<file path="src/aft_pkg.sv">
// Constants, types and helpers for the storage function config and cable timing bank.
// Assumes byte addressed config space carried as aligned dwords with byte enables.
package aft_pkg;
   // Register byte offsets; bits 7:2 pick the dword, bits 1:0 the lane
   localparam logic [7:0]  OFF_SUBSYSTEM_VENDOR_IDENT     = 8'h2c;
   localparam logic [7:0]  OFF_SID      = 8'h2e;
   localparam logic [7:0]  OFF_CAP      = 8'h34;
   localparam logic [7:0]  OFF_IRQ_ROUTING_LINE   = 8'h3c;
   localparam logic [7:0]  OFF_IRQ_PIN_SELECT   = 8'h3d;
   localparam logic [7:0]  OFF_PRI_TIM  = 8'h40;
   localparam logic [7:0]  OFF_SEC_TIM  = 8'h42;
   // Reset and constant values
   localparam logic [15:0] RST_SUBSYSTEM_VENDOR_IDENT     = 16'h0000;
   localparam logic [15:0] RST_SID      = 16'h0000;
   localparam logic [7:0]  VAL_CAP      = 8'h00;
   localparam logic [7:0]  RST_IRQ_ROUTING_LINE   = 8'h00;
   localparam logic [7:0]  VAL_IRQ_PIN_SELECT   = 8'h01;
   localparam logic [15:0] RST_TIM      = 16'h0000;
   localparam logic [15:0] TIM_WMASK    = 16'hf3ff;
   // Cable timing register fields
   localparam int TB_DEC_EN = 15;
   localparam int TB_SEP    = 14;
   localparam int TB_ISP_LO = 12;
   localparam int TB_RCT_LO = 8;
   localparam int TB_DMA1   = 7;
   localparam int TB_PF1    = 6;
   localparam int TB_IE1    = 5;
   localparam int TB_FAST1  = 4;
   localparam int TB_DMA0   = 3;
   localparam int TB_PF0    = 2;
   localparam int TB_IE0    = 1;
   localparam int TB_FAST0  = 0;
   // Separate drive 1 timing input fields
   localparam int SL_SISP_LO = 6;
   localparam int SL_SRCT_LO = 4;
   localparam int SL_PISP_LO = 2;
   localparam int SL_PRCT_LO = 0;
   // Clock counts
   localparam logic [2:0] ISP_CLKS_00 = 3'h5;
   localparam logic [2:0] ISP_CLKS_01 = 3'h4;
   localparam logic [2:0] ISP_CLKS_10 = 3'h3;
   localparam logic [2:0] RCT_CLKS_00 = 3'h4;
   localparam logic [2:0] RCT_CLKS_01 = 3'h3;
   localparam logic [2:0] RCT_CLKS_10 = 3'h2;
   localparam logic [2:0] RCT_CLKS_11 = 3'h1;
   localparam logic [2:0] COMPAT_ISP  = 3'h6;
   localparam logic [2:0] COMPAT_RCT  = 3'h5;
   // Legacy decode ranges
   localparam logic [15:0] PRI_CMD_BASE = 16'h01f0;
   localparam logic [15:0] SEC_CMD_BASE = 16'h0170;
   localparam logic [15:0] PRI_CTL_PORT = 16'h03f6;
   localparam logic [15:0] SEC_CTL_PORT = 16'h0376;

   typedef enum logic [1:0] {
      ST_IDLE   = 2'b00,
      ST_STROBE = 2'b01,
      ST_WAIT   = 2'b10,
      ST_RECOV  = 2'b11
   } aft_state_t;

   // Reserved code 11 falls back to the shortest legal delay
   function automatic logic [2:0] isp_clks(input logic [1:0] code);
      isp_clks = (code == 2'h0) ? ISP_CLKS_00 :
                 (code == 2'h1) ? ISP_CLKS_01 : ISP_CLKS_10;
   endfunction

   function automatic logic [2:0] rct_clks(input logic [1:0] code);
      rct_clks = (code == 2'h0) ? RCT_CLKS_00 :
                 (code == 2'h1) ? RCT_CLKS_01 :
                 (code == 2'h2) ? RCT_CLKS_10 : RCT_CLKS_11;
   endfunction
endpackage

</file>
<file path="src/aft_tim_if.sv">
// Resolved cable timing for one channel and one access.
// Produced by the channel timing decoder, consumed by the cycle engine.
`timescale 1ns/1ps
interface aft_tim_if;
   logic [2:0] sample_clks;
   logic [2:0] recov_clks;
   logic       iordy_en;
   logic       prefetch_en;
   logic       fast;
   modport prod (output sample_clks, recov_clks, iordy_en, prefetch_en, fast);
   modport cons (input sample_clks, recov_clks, iordy_en, prefetch_en, fast);
endinterface

</file>
<file path="src/aft_once_reg.sv">
// Sixteen bit register that takes its first write and then locks.
// Assumes the caller raises i_wr only on writes that hit this register.
`timescale 1ns/1ps
module aft_once_reg
   import aft_pkg::*;
#(
   parameter logic [15:0] RESET_VAL = 16'h0000
) (
   // Clock and reset
   input  wire logic        i_clock,
   input  wire logic        i_sys_rst,
   // Write side
   input  wire logic        i_wr,
   input  wire logic [1:0]  i_be,
   input  wire logic [15:0] i_wdata,
   // Stored value
   output logic [15:0]      o_value,
   output logic             o_locked
);
   logic [15:0] value_ff;
   logic        lock_ff;
   wire         take = i_wr && !lock_ff && (i_be != 2'h0);
   wire [15:0]  lane = {{8{i_be[1]}}, {8{i_be[0]}}};
   wire [15:0]  nxt_value = take ? ((value_ff & ~lane) | (i_wdata & lane)) : value_ff;

   always_ff @(posedge i_clock) begin
      if (i_sys_rst) begin
         value_ff <= RESET_VAL;
         lock_ff  <= 1'b0;
      end else begin
         value_ff <= nxt_value;
         lock_ff  <= lock_ff || take;
      end
   end

   assign o_value  = value_ff;
   assign o_locked = lock_ff;
endmodule

</file>
<file path="src/aft_chan_timing.sv">
// Resolves one channel's timing register into counts for one access.
// Assumes the separate drive 1 fields come from the slave timing register outside.
`timescale 1ns/1ps
module aft_chan_timing
   import aft_pkg::*;
(
   // Channel settings
   input  wire logic [15:0] i_timing,
   input  wire logic [1:0]  i_slave_isp,
   input  wire logic [1:0]  i_slave_rct,
   // Access kind
   input  wire logic        i_drive,
   input  wire logic        i_dma,
   input  wire logic        i_data_port,
   // Result
   aft_tim_if.prod          o_tim
);
   wire dma_fast  = i_drive ? i_timing[TB_DMA1]  : i_timing[TB_DMA0];
   wire pf_en     = i_drive ? i_timing[TB_PF1]   : i_timing[TB_PF0];
   wire rdy_en    = i_drive ? i_timing[TB_IE1]   : i_timing[TB_IE0];
   wire fast_bank = i_drive ? i_timing[TB_FAST1] : i_timing[TB_FAST0];
   // PIO keeps compatible timing unless the fast bank is chosen for the data port
   wire use_fast  = i_dma ? dma_fast : (i_data_port && fast_bank);
   wire use_slave = i_drive && i_timing[TB_SEP];
   wire [1:0] isp_code = use_slave ? i_slave_isp : i_timing[TB_ISP_LO +: 2];
   wire [1:0] rct_code = use_slave ? i_slave_rct : i_timing[TB_RCT_LO +: 2];

   assign o_tim.sample_clks = use_fast ? isp_clks(isp_code) : COMPAT_ISP;
   assign o_tim.recov_clks  = use_fast ? rct_clks(rct_code) : COMPAT_RCT;
   assign o_tim.iordy_en    = rdy_en;
   assign o_tim.prefetch_en = pf_en && i_data_port && !i_dma;
   assign o_tim.fast        = use_fast;
endmodule

</file>
<file path="src/aft_cfg_top.sv">
// Config register bank and cable cycle timer of the storage host function.
// Assumes config cycles arrive as single-cycle dword accesses with byte enables,
// and that the drive 1 separate timing fields and BAR hits come from outside.
`timescale 1ns/1ps
module aft_cfg_top
   import aft_pkg::*;
(
   // Clock and reset
   input  wire logic        i_clock,
   input  wire logic        i_sys_rst,
   // Configuration cycles
   input  wire logic        i_cfg_rd,
   input  wire logic        i_cfg_wr,
   input  wire logic [7:0]  i_cfg_addr,
   input  wire logic [3:0]  i_cfg_be,
   input  wire logic [31:0] i_cfg_wdata,
   output logic [31:0]      o_cfg_rdata,
   // Channel mode and shared settings
   input  wire logic [1:0]  i_native_mode,
   input  wire logic [7:0]  i_slave_timing,
   output logic             o_irq_pin_active,
   output logic [1:0]       o_decode_en,
   // I/O decode
   input  wire logic [15:0] i_io_addr,
   input  wire logic [1:0]  i_native_hit,
   output logic             o_pri_hit,
   output logic             o_sec_hit,
   // Cable cycle request
   input  wire logic        i_xfer_req,
   input  wire logic        i_xfer_chan,
   input  wire logic        i_xfer_drive,
   input  wire logic        i_xfer_dma,
   input  wire logic        i_xfer_data_port,
   input  wire logic        i_iordy,
   // Cable cycle status
   output logic             o_strobe,
   output logic             o_busy,
   output logic             o_xfer_done,
   output logic             o_xfer_refused,
   output logic             o_prefetch_en,
   output logic             o_fast_timing
);
   logic [15:0] pri_tim_ff;
   logic [15:0] sec_tim_ff;
   logic [7:0]  irq_line_ff;
   logic [31:0] rdata_ff;
   aft_state_t  state_ff;
   aft_state_t  nxt_state;
   logic [2:0]  cnt_ff;
   logic [2:0]  nxt_cnt;
   logic [2:0]  smp_ff;
   logic [2:0]  rec_ff;
   logic        rdy_en_ff;
   logic        pf_ff;
   logic        fast_ff;
   logic [15:0] subsystem_vendor_ident_val;
   logic [15:0] sid_val;
   logic        subsystem_vendor_ident_locked;
   logic        sid_locked;

   function automatic logic [15:0] merge16(input logic [15:0] old_v,
                                           input logic [15:0] new_v,
                                           input logic [1:0]  be);
      logic [15:0] m;
      m = {{8{be[1]}}, {8{be[0]}}} & TIM_WMASK;
      merge16 = (old_v & ~m) | (new_v & m);
   endfunction

   // Dword decode of config cycles
   wire [5:0] dw       = i_cfg_addr[7:2];
   wire       hit_sub  = (dw == OFF_SUBSYSTEM_VENDOR_IDENT[7:2]);
   wire       hit_cap  = (dw == OFF_CAP[7:2]);
   wire       hit_int  = (dw == OFF_IRQ_ROUTING_LINE[7:2]);
   wire       hit_tim  = (dw == OFF_PRI_TIM[7:2]);
   wire [1:0] be_subsystem_vendor_ident  = i_cfg_be[OFF_SUBSYSTEM_VENDOR_IDENT[1:0] +: 2];
   wire [1:0] be_sid   = i_cfg_be[OFF_SID[1:0] +: 2];
   wire [1:0] be_pri   = i_cfg_be[OFF_PRI_TIM[1:0] +: 2];
   wire [1:0] be_sec   = i_cfg_be[OFF_SEC_TIM[1:0] +: 2];
   wire       be_line  = i_cfg_be[OFF_IRQ_ROUTING_LINE[1:0]];
   wire       wr_sub   = i_cfg_wr && hit_sub;
   wire       wr_tim   = i_cfg_wr && hit_tim;
   wire       wr_line  = i_cfg_wr && hit_int && be_line;
   wire [15:0] wd_subsystem_vendor_ident = i_cfg_wdata[8*OFF_SUBSYSTEM_VENDOR_IDENT[1:0] +: 16];
   wire [15:0] wd_sid  = i_cfg_wdata[8*OFF_SID[1:0] +: 16];
   wire [15:0] wd_pri  = i_cfg_wdata[8*OFF_PRI_TIM[1:0] +: 16];
   wire [15:0] wd_sec  = i_cfg_wdata[8*OFF_SEC_TIM[1:0] +: 16];
   wire [7:0]  wd_line = i_cfg_wdata[8*OFF_IRQ_ROUTING_LINE[1:0] +: 8];

   wire [15:0] nxt_pri_tim  = wr_tim ? merge16(pri_tim_ff, wd_pri, be_pri) : pri_tim_ff;
   wire [15:0] nxt_sec_tim  = wr_tim ? merge16(sec_tim_ff, wd_sec, be_sec) : sec_tim_ff;
   wire [7:0]  nxt_irq_line = wr_line ? wd_line : irq_line_ff;

   aft_once_reg #(
      .RESET_VAL (RST_SUBSYSTEM_VENDOR_IDENT)
   ) u_subsystem_vendor_ident (
      .i_clock   (i_clock),
      .i_sys_rst (i_sys_rst),
      .i_wr      (wr_sub && (be_subsystem_vendor_ident != 2'h0)),
      .i_be      (be_subsystem_vendor_ident),
      .i_wdata   (wd_subsystem_vendor_ident),
      .o_value   (subsystem_vendor_ident_val),
      .o_locked  (subsystem_vendor_ident_locked)
   );

   aft_once_reg #(
      .RESET_VAL (RST_SID)
   ) u_sid (
      .i_clock   (i_clock),
      .i_sys_rst (i_sys_rst),
      .i_wr      (wr_sub && (be_sid != 2'h0)),
      .i_be      (be_sid),
      .i_wdata   (wd_sid),
      .o_value   (sid_val),
      .o_locked  (sid_locked)
   );

   // Read data assembly; unmapped dwords read as zero
   wire [31:0] rd_sub = {sid_val, subsystem_vendor_ident_val};
   wire [31:0] rd_cap = {24'h000000, VAL_CAP};
   wire [31:0] rd_int = {16'h0000, VAL_IRQ_PIN_SELECT, irq_line_ff};
   wire [31:0] rd_tim = {sec_tim_ff, pri_tim_ff};
   wire [31:0] rd_word = hit_sub ? rd_sub :
                         hit_cap ? rd_cap :
                         hit_int ? rd_int :
                         hit_tim ? rd_tim : 32'h00000000;

   always_ff @(posedge i_clock) begin
      if (i_sys_rst) begin
         pri_tim_ff  <= RST_TIM;
         sec_tim_ff  <= RST_TIM;
         irq_line_ff <= RST_IRQ_ROUTING_LINE;
         rdata_ff    <= 32'h00000000;
      end else begin
         pri_tim_ff  <= nxt_pri_tim;
         sec_tim_ff  <= nxt_sec_tim;
         irq_line_ff <= nxt_irq_line;
         rdata_ff    <= i_cfg_rd ? rd_word : rdata_ff;
      end
   end

   assign o_cfg_rdata = rdata_ff;
   // Reported pin only means something when a channel runs native
   assign o_irq_pin_active = |i_native_mode;

   // Channel decode; serial logic outside reads o_decode_en as well
   wire pri_en = pri_tim_ff[TB_DEC_EN];
   wire sec_en = sec_tim_ff[TB_DEC_EN];
   assign o_decode_en = {sec_en, pri_en};
   wire pri_leg = (i_io_addr[15:3] == PRI_CMD_BASE[15:3]) || (i_io_addr == PRI_CTL_PORT);
   wire sec_leg = (i_io_addr[15:3] == SEC_CMD_BASE[15:3]) || (i_io_addr == SEC_CTL_PORT);
   assign o_pri_hit = pri_en && (i_native_mode[0] ? i_native_hit[0] : pri_leg);
   assign o_sec_hit = sec_en && (i_native_mode[1] ? i_native_hit[1] : sec_leg);

   // Per channel timing resolution
   aft_tim_if pri_tim ();
   aft_tim_if sec_tim ();

   aft_chan_timing u_pri_tim (
      .i_timing    (pri_tim_ff),
      .i_slave_isp (i_slave_timing[SL_PISP_LO +: 2]),
      .i_slave_rct (i_slave_timing[SL_PRCT_LO +: 2]),
      .i_drive     (i_xfer_drive),
      .i_dma       (i_xfer_dma),
      .i_data_port (i_xfer_data_port),
      .o_tim       (pri_tim)
   );

   aft_chan_timing u_sec_tim (
      .i_timing    (sec_tim_ff),
      .i_slave_isp (i_slave_timing[SL_SISP_LO +: 2]),
      .i_slave_rct (i_slave_timing[SL_SRCT_LO +: 2]),
      .i_drive     (i_xfer_drive),
      .i_dma       (i_xfer_dma),
      .i_data_port (i_xfer_data_port),
      .o_tim       (sec_tim)
   );

   wire [2:0] sel_smp = i_xfer_chan ? sec_tim.sample_clks : pri_tim.sample_clks;
   wire [2:0] sel_rec = i_xfer_chan ? sec_tim.recov_clks  : pri_tim.recov_clks;
   wire       sel_rdy = i_xfer_chan ? sec_tim.iordy_en    : pri_tim.iordy_en;
   wire       sel_pf  = i_xfer_chan ? sec_tim.prefetch_en : pri_tim.prefetch_en;
   wire       sel_fst = i_xfer_chan ? sec_tim.fast        : pri_tim.fast;
   wire       sel_en  = i_xfer_chan ? sec_en : pri_en;

   // Cable cycle engine; settings are latched at accept so a config write
   // in mid cycle only affects the next cycle
   wire is_idle   = (state_ff == ST_IDLE);
   wire accept    = is_idle && i_xfer_req && sel_en;
   wire smp_point = (state_ff == ST_STROBE) && (cnt_ff == 3'h0);
   wire rdy_ok    = !rdy_en_ff || i_iordy;
   wire rec_end   = (state_ff == ST_RECOV) && (cnt_ff == 3'h0);

   always_comb begin
      nxt_state = state_ff;
      nxt_cnt   = cnt_ff;
      unique case (state_ff)
         ST_IDLE: begin
            if (accept) begin
               nxt_state = ST_STROBE;
               nxt_cnt   = sel_smp - 3'h1;
            end
         end
         ST_STROBE: begin
            if (cnt_ff != 3'h0) begin
               nxt_cnt = cnt_ff - 3'h1;
            end else if (rdy_ok) begin
               nxt_state = ST_RECOV;
               nxt_cnt   = rec_ff - 3'h1;
            end else begin
               nxt_state = ST_WAIT;
            end
         end
         ST_WAIT: begin
            if (i_iordy) begin
               nxt_state = ST_RECOV;
               nxt_cnt   = rec_ff - 3'h1;
            end
         end
         ST_RECOV: begin
            if (cnt_ff != 3'h0) begin
               nxt_cnt = cnt_ff - 3'h1;
            end else begin
               nxt_state = ST_IDLE;
            end
         end
      endcase
   end

   always_ff @(posedge i_clock) begin
      if (i_sys_rst) begin
         state_ff <= ST_IDLE;
         cnt_ff   <= 3'h0;
      end else begin
         state_ff <= nxt_state;
         cnt_ff   <= nxt_cnt;
      end
   end

   always_ff @(posedge i_clock) begin
      if (i_sys_rst) begin
         smp_ff    <= COMPAT_ISP;
         rec_ff    <= COMPAT_RCT;
         rdy_en_ff <= 1'b0;
         pf_ff     <= 1'b0;
         fast_ff   <= 1'b0;
      end else if (accept) begin
         smp_ff    <= sel_smp;
         rec_ff    <= sel_rec;
         rdy_en_ff <= sel_rdy;
         pf_ff     <= sel_pf;
         fast_ff   <= sel_fst;
      end
   end

   assign o_strobe       = (state_ff == ST_STROBE) || (state_ff == ST_WAIT);
   assign o_busy         = !is_idle;
   assign o_xfer_done    = rec_end;
   assign o_xfer_refused = is_idle && i_xfer_req && !sel_en;
   assign o_prefetch_en  = pf_ff;
   assign o_fast_timing  = fast_ff;

   // Helper counters watched only by the checks below
   logic [2:0] smp_seen_ff;
   logic [2:0] rec_seen_ff;
   always_ff @(posedge i_clock) begin
      if (i_sys_rst) begin
         smp_seen_ff <= 3'h0;
         rec_seen_ff <= 3'h0;
      end else begin
         smp_seen_ff <= (state_ff == ST_STROBE) ? smp_seen_ff + 3'h1 : 3'h0;
         rec_seen_ff <= (state_ff == ST_RECOV) ? rec_seen_ff + 3'h1 : 3'h0;
      end
   end
endmodule

</file>
<file path="config.mk">
export PLATFORM = sky130hd
export DESIGN_NAME = aft_cfg_top
export DESIGN_NICKNAME = d
export VERILOG_FILES = /design/src/aft_pkg.sv /design/src/aft_tim_if.sv /design/src/aft_once_reg.sv /design/src/aft_chan_timing.sv /design/src/aft_cfg_top.sv
export SDC_FILE = /design/constraint.sdc
export NUM_CORES = 1
export LEC_CHECK = 0
export BUFFER_PORTS_ARGS = -buffer_cell sky130_fd_sc_hd__buf_2
export CORE_MARGIN = 2
export CORE_UTILIZATION = 46
export CTS_CLUSTER_DIAMETER = 40
export DETAILED_ROUTE_END_ITERATION = 8
export PLACE_DENSITY = 0.78
export SLEW_MARGIN = 10
export SYNTH_ARGS = -nofsm -noshare
export SYNTH_HDL_FRONTEND = slang
export SYNTH_SLANG_ARGS = --single-unit
export TNS_END_PERCENT = 50
</file>
<file path="constraint.sdc">
create_clock -name i_clock -period 2.4 [get_ports i_clock]
set_input_delay 0.36 -clock i_clock [delete_from_list [all_inputs] [get_ports i_clock]]
set_output_delay 0.36 -clock i_clock [all_outputs]
set_load 0.05 [all_outputs]
</file>
======== Word level (Yosys, flattened, before mapping) ========
Cells that the tools add are included.
word-level totals
  register bits ........................... 117
  output and inout bits ................... 43
  logic and storage cells ................. 156
operators by class
  add/sub/neg operators ................... 3
  equal/unequal tests ..................... 23
  multiplexer cells ....................... 52
  bitwise logic cells ..................... 16
  reduce and logical (&&, ||, !) cells .... 48
operators with widths
  cell                  count
  $and 16x16->16        8
  $mux 32               4
  $not 16->16           4
  $or 16x16->16         4
  $mux 3                19
  $eq 16x10->1 const B  2
  $eq 13x6->1 const B   2
  $logic_and 1x1->1     24
  $mux 2                10
  $eq 6x4->1 const B    3
  $mux 1                17
  $pmux 3 s4            1
  $eq 2x1->1 const B    5
  $logic_not 2->1       5
  $sub 3x1->3 const B   3
  $eq 2x2->1 const B    4
  $ne 2x2->1 const B    4
  $pmux 2 s4            1
  $reduce_and 4->1      2
  $eq 6x5->1 const B    1
  $logic_not 1->1       6
  $logic_or 1x1->1      6
  $reduce_bool 2->1     2
  $logic_not 3->1       1
  other kinds (4)       4

======== Logic depth before layout (Yosys ltp) ========
Gate-level depths: netlist of run 1.
  depth after elaboration ................. 10
  depth in mapped cells ................... 9
  mapped depth without buffers ............ 8

======== Modules after synthesis ========
Synthesis of run 1 repeated with hierarchy kept, for this count alone.
unflattened totals
  cells, all modules ...................... 583
  area, all modules ....................... 5532.8 µm²
by module, submodules not included
  module           times used  cells an instance  area an instance (µm²)  seq. area each (µm²)
  aft_cfg_top      1           389                3651.0                  1581.5
  aft_once_reg     2           75                 765.7                   340.3
  aft_chan_timing  2           22                 175.2                   0.0

======== Worst setup path after synthesis of run 1 ========
OpenSTA, ideal clock, no wires.
  path type ............................... in2out
  from .................................... input port i_io_addr[10]
  to ...................................... output port o_sec_hit
  arrival ................................. 2063 ps
  required time ........................... 2040 ps
  path slack .............................. -23 ps
  cell stages on the path ................. 4
  buffers on the path ..................... 0
  cell sequence ........................... nand4b_1 > nor4_1 > nand4_1 > a21boi_0
on the way
  cells in the longest elaborated chain, start to end .. 4
  elaborated cells between the ends (all ways) .. 5
  those cells by class .................... 2 x eq/ne; 1 x mux; 2 x reduce/logical
ends and longest elaborated chain
  item                                                line                RTL
  start, declared                                     aft_cfg_top.sv:24   input wire logic [15:0] i_io_addr,
  $eq 16x10->1 / $eq 13x6->1 (equally long branches)  aft_cfg_top.sv:150  wire sec_leg = (i_io_addr[15:3] == SEC_CMD_BASE[15:3]) || (i_io_addr == SEC_CTL_PORT);
  $logic_or 1x1->1 *                                  aft_cfg_top.sv:150
  $mux 1 *                                            aft_cfg_top.sv:152  assign o_sec_hit = sec_en && (i_native_mode[1] ? i_native_hit[1] : sec_leg);
  $logic_and 1x1->1 *                                 aft_cfg_top.sv:152
  end, declared                                       aft_cfg_top.sv:27   output logic o_sec_hit,
Every way passes the cells marked *; elsewhere a longest branch is shown, timed or not.

======== Worst setup path in the final report of run 1 ========
  from .................................... register state_ff[0]
  to ...................................... register state_ff[0]
on the way
  cells in the longest elaborated chain, start to end .. 5
  elaborated cells between the ends (all ways) .. 12
  those cells by class .................... 7 x eq/ne; 1 x mux; 4 x reduce/logical
ends and longest elaborated chain
  item                               line                                    RTL
  start, declared                    aft_cfg_top.sv:47                       aft_state_t state_ff;
  start signal, assigned             aft_cfg_top.sv:234                      state_ff <= nxt_state;
  $logic_not 2->1                    aft_cfg_top.sv:187, aft_cfg_top.sv:196
  $logic_and 1x1->1 (2 in series)    aft_cfg_top.sv:188                      wire accept = is_idle && i_xfer_req && sel_en;
  $ne 2x1->1 (no source line)        -
  $reduce_and 4->1 (no source line)  -
Parallel ways exist; a longest one is shown, timed or not.
A chain may end at the register's enable or synchronous reset.

==> reports/qor.yml, run 1 <==
worst_hold_path:
  min-delay-path-class: "in2reg"
drt:
  num_vias: 4496
  ant_nets: 0
  wl_per_cell_um: 16.4
  drt-total-wl_mm: 13.3
  drt_iter0_markers: 221
  firstDrtPassIters: 7
  drcViolationCount: 0
  vias_per_cell: 5.54
synthesis:
  ys_top_cells_by_area: "dfxtp_1 44%, mux2i_1 16%, nor2_1 7.6%"
  synth-seq-cells: 113
  yosys_most_used_dff: "dfxtp_1"
  syn_area_mm2: 0.00513
  yosysWarnings: 0
  netlist.top_cell.by_area: "dfxtp_1"
  ys_seq_area_share_pct: 44.1
  syn_inst: 542
  synthArstFlopShare_pct: 0
  synth.distinct_cells: 53
  synth_edf_count: 0
  synth_nets: 635
  yosysTopAreaCellShare_pct: 44.1
  synth.avg_cell_area_um2: 9.47
worst_setup_path:
  arrival_ns: 2.50
  slowest_stage: "dfxtp_1"
  cp_cell_sequence: "inv_1 -> ha_1 -> nor2b_1 -> a221oi_1 -> o21ai_0 -> o31ai_1 -> a21oi_1"
  cp_max_fo: 5
  path_class: "reg2reg"
  cp_data_required_time_ns: 2.77
  end_kind: "flip-flop"
  cp-start-kind: "flip-flop"
  rrSetupSlack_ns: 0.27
  cpLargestDelayFamily: "compound AO/OA/AOI/OAI gates"
  max_stage_delay_ns: 0.41
  cp_num_buf_inv: 1
timing:
  tightest_slew_ns: 0.671
  fin_crit_ns: 2.13
  max_freq_mhz: 470
  fin_tns_setup_ns: 0
  setup_viol: 0
  slew_headroom_pct: 55.2
  finalHoldViolCount: 0
  period_share_pct: 88.6
  finClkSkew_ns: 0.00975
  rsz0062_at_grt: "no"
  final_max_slew_viol_count: 0
layout:
  drive_gt1_share_pct: 26.6
  fin_cells: 812
  final_area_mm2: 0.00642
  syn2layout_area_growth_pct: 25.0
  final_common_cell: "buf_2"
  nets: 753
  final_cell_mix: "121 x buf_2, 113 x dfxtp_1, 104 x nor2_1"
  antenna_cells: 0
global_routing:
  grt_pass1_wl_mm: 20.8
  grtUsageTotal_pct: 22.5
  grt_max_degree: 59
  overflow: 0
  grt_antenna_before_repair: 0
  grt_pass1_vias: 4369
floorplanning:
  core_area_mm2: 0.0109
  dieWidth_um: 110
  die_h_um: 110
  rows: 38
  initial_utilization_pct: 47.2
  io_pins: 125
  dieArea_mm2: 0.0120
placed_design:
  dp_cells: 781
  place_hpwl_mm: 9.36
  port_buffers: 122
  placed_cell_area_mm2: 0.00588
  place_congestion: 0.805
pwr:
  p_leak_nw: 3.01
  powerDensity_mw_per_mm2: 702
  irDropWorstVdd_uv: 407
outcome:
  status: "finished, final reports clean"
clock_network:
  clk_latency_ns: 0.52
  numCtsBuffers: 17
  cts_resized: 0
  clockRootBuffer: "clkbuf_8"
  htree_levels: 4
  clock-sinks: 113
  cts_tree: "built"
  post_cts.repair.setup_buffers: 0
  postCtsHoldBufs: 0
  clockBufferDepth: 2
  cts.reportedPaths.clkPinSlew_ns: 0.06
run:
  drv_cap: 0
-- cells in the mapped netlist, drive strengths merged, types with 3 or more instances --
master and n:
a211oi 20, a21boi 11, a21oi 12, a221oi 4, a22oi 20, a311oi 10
buf 13, clkbuf 22, dfxtp 113, ha 11, inv 17, mux2i 81
nand2 27, nand2b 10, nand3 11, nand4 5, nor2 104, nor2b 5
nor3 4, o211ai 3, o32ai 3
-- report_power, final --
part | switching [mW] | internal, mW
combinational | 0.225 | 0.112
clock | 0.847 | 1.40
sequential | 0.0145 | 1.90
total | 1.09 | 3.42
-- final cells by class --
cell class / instances / area [um2]
clock buffer: 20 / 445
inverter: 17 / 63.8
clock inverter: 11 / 90.1
multi-input combinational: 377 / 2640
fill: 923 / 4470
sequential: 113 / 2260
timing repair buffer: 134 / 741
tap: 140 / 175
-- stage by stage --
| stage | power, mW | hold slack [ns] | worst slack (ns) | utilization, % |
|---|---|---|---|---|
| finish | 4.51 | 0.0815 | 0.274 | 59.0 |
| global route | 4.66 | 0.0829 | 0.0800 | 59.0 |
| CTS | 4.52 | 0.0669 | 0.298 | 59.0 |
| detailed placement | 2.29 | 0.463 | 0.145 | 54.0 |
| global placement | 2.28 | 0.452 | 0.193 | 54.0 |
| floorplan | 2.15 | 0.438 | 0.293 | - |
-- final timing paths --
kind	startpoint	end	cells past startpoint
max	state_ff[0]	state_ff[0]	7
min	i_cfg_wdata[27]	flip-flop	3
max reg2reg	state_ff[0]	state_ff[0]	7
min reg2reg	o_cfg_rdata[11]	o_cfg_rdata[11]	2
-- worst register-to-register path, cell delays in order (launching register included) --
cell      delay [ns]
dfxtp_1         0.41
inv_1           0.11
ha_1            0.26
nor2b_1         0.15
a221oi_1        0.37
o21ai_0         0.30
o31ai_1         0.29
a21oi_1         0.10
-- kinds of logic (layout without fill, tap and decap cells) --
kind of cell    count (synthesis)  count (layout)  synth area share (%)
flops                         113             113                  44.1
xor+xnor                        2               2                 0.341
fa+ha+maj                      11              11                  2.68
simple gates                  179             179                  16.7
mux                            85              85                  17.1
buf+inv                        52             182                  4.48
compound gates                100             100                  14.6
-- metal layers --
layer  global-route usage [%]  vias to the layer above  share of wire [%]
met4                     10.1                        0                2.4
met3                     6.34                       37                6.5
met1                     27.1                     2111                 42
met5                        0                        -                  0
met2                     37.3                      173                 49
li1                         -                     2175                  -
Power figures use the tool's default switching activity.
==> inputs of run 2 (changes only) <==
Settings changed: CELL_PAD_IN_SITES_DETAIL_PLACEMENT set to 0, CELL_PAD_IN_SITES_GLOBAL_PLACEMENT set to 2, CORE_UTILIZATION 46 to 32, PLACE_DENSITY 0.78 to 0.87.
==> run 2 against run 1 <==
Effect of this change:
- clock power rose by 3%
- critical path depth stayed put
- maximum frequency down 0.57%
- worst hold slack better by 0.11 ns
- global-route usage decreased by 5.6 points
- register-to-register slack hardly changed
- routed wire length is 6.9% higher
- combinational power is essentially flat
- core utilization is 18 points lower
- setup slack worse by 0.012 ns
- critical path type unchanged
- non-clock buffer count up 2
==> reports/qor.yml, run 2 (synthesis results as in run 1) <==
outcome:
  status: "finished, final reports clean"
floorplanning:
  core_area_mm2: 0.0158  # +45%
  die_h_um: 131  # +19%
  dieArea_mm2: 0.0171  # +42%
  initial_utilization_pct: 32.6  # -15 points
  rows: 46  # +21%
  dieWidth_um: 131  # +19%
  io_pins: 125  # unchanged
pwr:
  power.switching_mw: 1.06  # -2.8%
  powerDensity_mw_per_mm2: 700  # -0.33%
  p_leak_nw: 3.03  # +0.59%
  irDropWorstVdd_uv: 345  # -15%
  p_int_mw: 3.51  # +2.7%
  netSwitchingFraction_pct: 23.1  # -0.98 points
  p_comb_share_pct: 7.4  # about the same
  seqPwrFrac_pct: 42.0  # -0.6 points
  clkPwrFrac_pct: 50.5  # +0.5 points
worst_setup_path:
  end_kind: "flip-flop"
  cp-start-kind: "flip-flop"
  slowest_stage: "o32ai_1"
  cpLargestDelayFamily: "compound AO/OA/AOI/OAI gates"
  arrival_ns: 2.46  # -0.04 ns
  path_class: "reg2reg"
  cp_data_required_time_ns: 2.72  # -0.05 ns
  cp_cell_sequence: "mux2i_1 -> o32ai_1 -> a22o_2 -> nor2_1 -> ha_1 -> xor2_1 -> a311oi_1"
  cp_num_buf_inv: 0  # -1
  max_stage_delay_ns: 0.60  # +0.19 ns
  cp_max_fo: 6  # +1
global_routing:
  grt_pass1_wl_mm: 22.0  # +5.9%
  grtUsageTotal_pct: 16.9  # -5.6 points
  grt_antenna_before_repair: 2  # +2
  grt_pass1_vias: 4374  # +0.11%
  overflow: 0  # unchanged
  grt_max_degree: 80  # +36%
run:
  drv_cap: 0  # unchanged
clock_network:
  clockRootBuffer: "clkbuf_16"
  clock-sinks: 113  # unchanged
  htree_levels: 4  # unchanged
  clockBufferDepth: 2  # unchanged
  numCtsBuffers: 17  # unchanged
  cts_tree: "built"
  post_cts.repair.setup_buffers: 0  # unchanged
  postCtsHoldBufs: 0  # unchanged
  cts.reportedPaths.clkPinSlew_ns: 0.05  # about the same
  clk_latency_ns: 0.41  # -0.11 ns
  cts_resized: 0  # unchanged
timing:
  tightest_slew_ns: 0.686  # +0.0143 ns
  fin_crit_ns: 2.14  # +0.0123 ns
  finClkSkew_ns: 0.00554  # -0.00421 ns
  period_share_pct: 89.1  # +0.51 points
  fin_tns_setup_ns: 0  # unchanged
  finalHoldViolCount: 0  # unchanged
  final_max_slew_viol_count: 0  # unchanged
  max_freq_mhz: 468  # -0.57%
  setup_viol: 0  # unchanged
  slew_headroom_pct: 54.2  # -1.1 points
  rsz0062_at_grt: "no"
drt:
  drt-total-wl_mm: 14.2  # +6.9%
  firstDrtPassIters: 4  # -3
  drt_iter0_markers: 184  # -17%
  wl_per_cell_um: 16.0  # -2.7%
  drcViolationCount: 0  # unchanged
  vias_per_cell: 4.96  # -11%
  num_vias: 4420  # -1.7%
  ant_nets: 0  # unchanged
layout:
  num-fill-cells: 1610  # +74%
  final_common_cell: "buf_2"
  nets: 755  # +0.27%
  final_area_mm2: 0.00653  # +1.7%
  final_cell_mix: "121 x buf_2, 113 x dfxtp_1, 104 x nor2_1"
  drive_gt1_share_pct: 26.2  # -0.41 points
  syn2layout_area_growth_pct: 27.2
placed_design:
  placed_cell_area_mm2: 0.00598  # +1.7%
  place_congestion: 0.860  # +6.8%
  port_buffers: 122  # unchanged
  place_hpwl_mm: 10.3  # +10%
worst_hold_path:
  min-delay-path-class: "in2reg"
## run 2: changes by cell type in the layout (fill, tap and decap cells not counted)
cell and delta:
clkinv_2 -1, buf_4 +3, clkbuf_1 +5, clkinvlp_4 -4, diode_2 +1, clkbuf_16 +1, buf_12 -1
## run 2: worst reg2reg max path, delay by kind of cell (launching register included)
family / cells / cell delay (ns)
AO/OA/AOI/OAI: 3 / 1.13
XOR/XNOR: 1 / 0.15
adder cells (fa/ha/maj): 1 / 0.20
flip-flops: 1 / 0.39
multiplexers: 1 / 0.13
AND/OR/NAND/NOR: 1 / 0.06
## run 2: area by class of cell
cell class	count	area, um2	area share, %
Multi-Input combinational cell	377	2640	40.5
Sequential cell	113	2260	34.7
Timing Repair Buffer	136	743	11.4
Clock buffer	26	489	7.49
Tap cell	216	270	4.14
Inverter	17	63.8	0.978
Clock inverter	6	55.1	0.843
Antenna cell	1	2.50	0.0383
## run 2: final timing paths
check,from,endpoint,slack (ns),cells past startpoint
worst max-delay path,flip-flop,cnt_ff[2],0.26,7
worst min-delay path,i_cfg_wdata[26],flip-flop,0.19,3
worst max register to register,flip-flop,cnt_ff[2],0.26,7
worst min register to register,flip-flop,o_cfg_rdata[10],0.47,2
## run 2: power by group through the flow
stage,registers (mW),logic [mW],clock network [mW]
floorplan,2.03,0.120,0
global placement,1.96,0.334,0
detailed placement,1.96,0.340,0
CTS,1.92,0.341,2.36
global route,1.92,0.365,2.44
finish,1.92,0.340,2.31
## run 2: per-layer routing
metal | up-vias | track usage, % | wire length, um
met5 | - | 0 | 11
met4 | 2 | 7.07 | 215
met2 | 127 | 28.8 | 6820
li1 | 2180 | - | -
met1 | 2092 | 20.2 | 6310
met3 | 19 | 4.60 | 877
## run 2: metrics by stage
step / std cells / util, % / power, mW / setup slack (ns) / hold WS [ns]
6_report: 892 / 41.4 / 4.57 / 0.262 / 0.190
5_1_grt: 891 / 41.4 / 4.73 / 0.115 / 0.183
4_1_cts: 891 / 41.4 / 4.62 / 0.263 / 0.174
3_5_place_dp: 859 / 37.9 / 2.30 / 0.100 / 0.465
3_3_place_gp: 859 / 37.9 / 2.29 / 0.145 / 0.452
2_1_floorplan: 542 / - / 2.15 / 0.293 / 0.438
==> inputs of run 3 (changes only) <==
Settings changed: CTS_BUF_LIST set to sky130_fd_sc_hd__clkbuf_8 sky130_fd_sc_hd__clkbuf_16.
==> run 3 against run 2 <==
Effect of this change:
- global-route usage unchanged
- clock skew hardly changed
- worst hold slack gained 0.00089 ns
==> reports/qor.yml, run 3 (synthesis results as in run 1) <==
outcome:
  status: "finished, final reports clean"
timing:
  tightest_slew_ns: 0.686  # +0.000173 ns
  fin_tns_setup_ns: 0  # unchanged
  holdWs_ns: 0.191  # +0.000894 ns
  rsz0062_at_grt: "no"
  setup_viol: 0  # unchanged
  period_share_pct: 89.2  # +0.15 points
  finalHoldViolCount: 0  # unchanged
  setup_ws_ns: 0.258  # -0.00348 ns
  fin_crit_ns: 2.14  # +0.00348 ns
  final_max_slew_viol_count: 0  # unchanged
  max_freq_mhz: 467  # -0.16%
  slew_headroom_pct: 54.1  # about the same
  finClkSkew_ns: 0.00573  # +0.000188 ns
worst_setup_path:
  path_class: "reg2reg"
  arrival_ns: 2.46  # about the same
  max_stage_delay_ns: 0.60  # about the same
  cp_max_fo: 6  # unchanged
  cp_cell_sequence: "mux2i_1 -> o32ai_1 -> a22o_2 -> nor2_1 -> ha_1 -> xor2_1 -> a311oi_1"
  cpLargestDelayFamily: "compound AO/OA/AOI/OAI gates"
  cp-start-kind: "flip-flop"
  slowest_stage: "o32ai_1"
  cp_num_buf_inv: 0  # unchanged
  cp_data_required_time_ns: 2.72  # about the same
  end_kind: "flip-flop"
clock_network:
  numCtsBuffers: 17  # unchanged
  cts.reportedPaths.clkPinSlew_ns: 0.05  # about the same
  postCtsHoldBufs: 0  # unchanged
  cts_tree: "built"
  clk_latency_ns: 0.41  # about the same
  clockBufferDepth: 2  # unchanged
  htree_levels: 4  # unchanged
  clock-sinks: 113  # unchanged
  post_cts.repair.setup_buffers: 0  # unchanged
  clockRootBuffer: "clkbuf_16"
  cts_resized: 0  # unchanged
placed_design:
  place_hpwl_mm: 10.3  # unchanged
  dp_cells: 859  # unchanged
  place_congestion: 0.860  # unchanged
  dp_worst_setup_slack_ns: 0.100  # unchanged
  port_buffers: 122  # unchanged
  placed_cell_area_mm2: 0.00598  # unchanged
pwr:
  seqPwrFrac_pct: 42.3  # +0.3 points
  p_comb_share_pct: 7.5  # about the same
  power.switching_mw: 1.06  # about the same
  p_int_mw: 3.49  # -0.74%
  p_leak_nw: 3.06  # +0.82%
  irDropWorstVdd_uv: 344  # -0.55%
  netSwitchingFraction_pct: 23.3  # +0.15 points
  powerDensity_mw_per_mm2: 696  # -0.55%
  clkPwrFrac_pct: 50.3  # -0.2 points
  design_power_total_mw: 4.54  # -0.55%
global_routing:
  grt_max_degree: 80  # unchanged
  grt_pass1_wl_mm: 22.0  # unchanged
  grt_pass1_vias: 4374  # unchanged
  grt_antenna_before_repair: 2  # unchanged
  grtUsageTotal_pct: 16.9  # unchanged
  overflow: 0  # unchanged
drt:
  ant_nets: 0  # unchanged
  firstDrtPassIters: 5  # +1
  vias_per_cell: 4.96  # +0.18%
  num_vias: 4428  # +0.18%
  drt_iter0_markers: 185  # +0.54%
  wl_per_cell_um: 15.9  # -0.22%
  drcViolationCount: 0  # unchanged
  drt-total-wl_mm: 14.2  # -0.22%
floorplanning:
  dieArea_mm2: 0.0171  # unchanged
  dieWidth_um: 131  # unchanged
  rows: 46  # unchanged
  core_area_mm2: 0.0158  # unchanged
  initial_utilization_pct: 32.6  # unchanged
  io_pins: 125  # unchanged
  die_h_um: 131  # unchanged
layout:
  final_cell_mix: "121 x buf_2, 113 x dfxtp_1, 104 x nor2_1"
  num-fill-cells: 1610  # unchanged
  drive_gt1_share_pct: 26.2  # unchanged
  nets: 755  # unchanged
  syn2layout_area_growth_pct: 27.2  # unchanged
  final_area_mm2: 0.00653  # unchanged
  final_common_cell: "buf_2"
  final_core_util_pct: 41.4  # unchanged
  fin_cells: 892  # unchanged
run:
  drv_cap: 0  # unchanged
worst_hold_path:
  min-delay-path-class: "in2reg"
## run 3: final cells by class
cell class | count | area (um2) | share of cell area, %
diodes | 1 | 2.50 | 0.0383
flip-flops and latches | 113 | 2260 | 34.7
multi-input cells | 377 | 2640 | 40.5
clock buffers | 20 | 467 | 7.15
well taps | 216 | 270 | 4.14
inverters | 17 | 63.8 | 0.978
repair buffers | 136 | 743 | 11.4
clock inverters | 12 | 77.6 | 1.19
## run 3: worst min-delay path, cell delays in order
cell and delay [ns]:
buf_2 0.08, mux2i_1 0.05, nor2_1 0.07
## run 3: final timing paths
path,start,endpoint,slack (ns),depth (start not counted)
worst max-delay path,flip-flop,cnt_ff[2],0.26,7
worst min-delay path,i_cfg_wdata[26],flip-flop,0.19,3
worst max register to register,flip-flop,cnt_ff[2],0.26,7
worst min register to register,flip-flop,o_cfg_rdata[10],0.47,2
## run 3: routing by layer
metal / part of all wire [%] / global-route usage, % / up-vias
li1: - / - / 2178
met1: 45 / 20.2 / 2096
met2: 48 / 28.8 / 133
met3: 5.9 / 4.60 / 19
met4: 1.5 / 7.07 / 2
met5: 0.077 / 0 / -
## run 3: power by group through the flow
stage / registers, mW / logic [mW] / clock network, mW
after CTS: 1.92 / 0.341 / 2.33
after floorplan: 2.03 / 0.120 / 0
after global routing: 1.92 / 0.365 / 2.42
final: 1.92 / 0.339 / 2.28
after global placement: 1.96 / 0.334 / 0
after detailed placement: 1.96 / 0.340 / 0
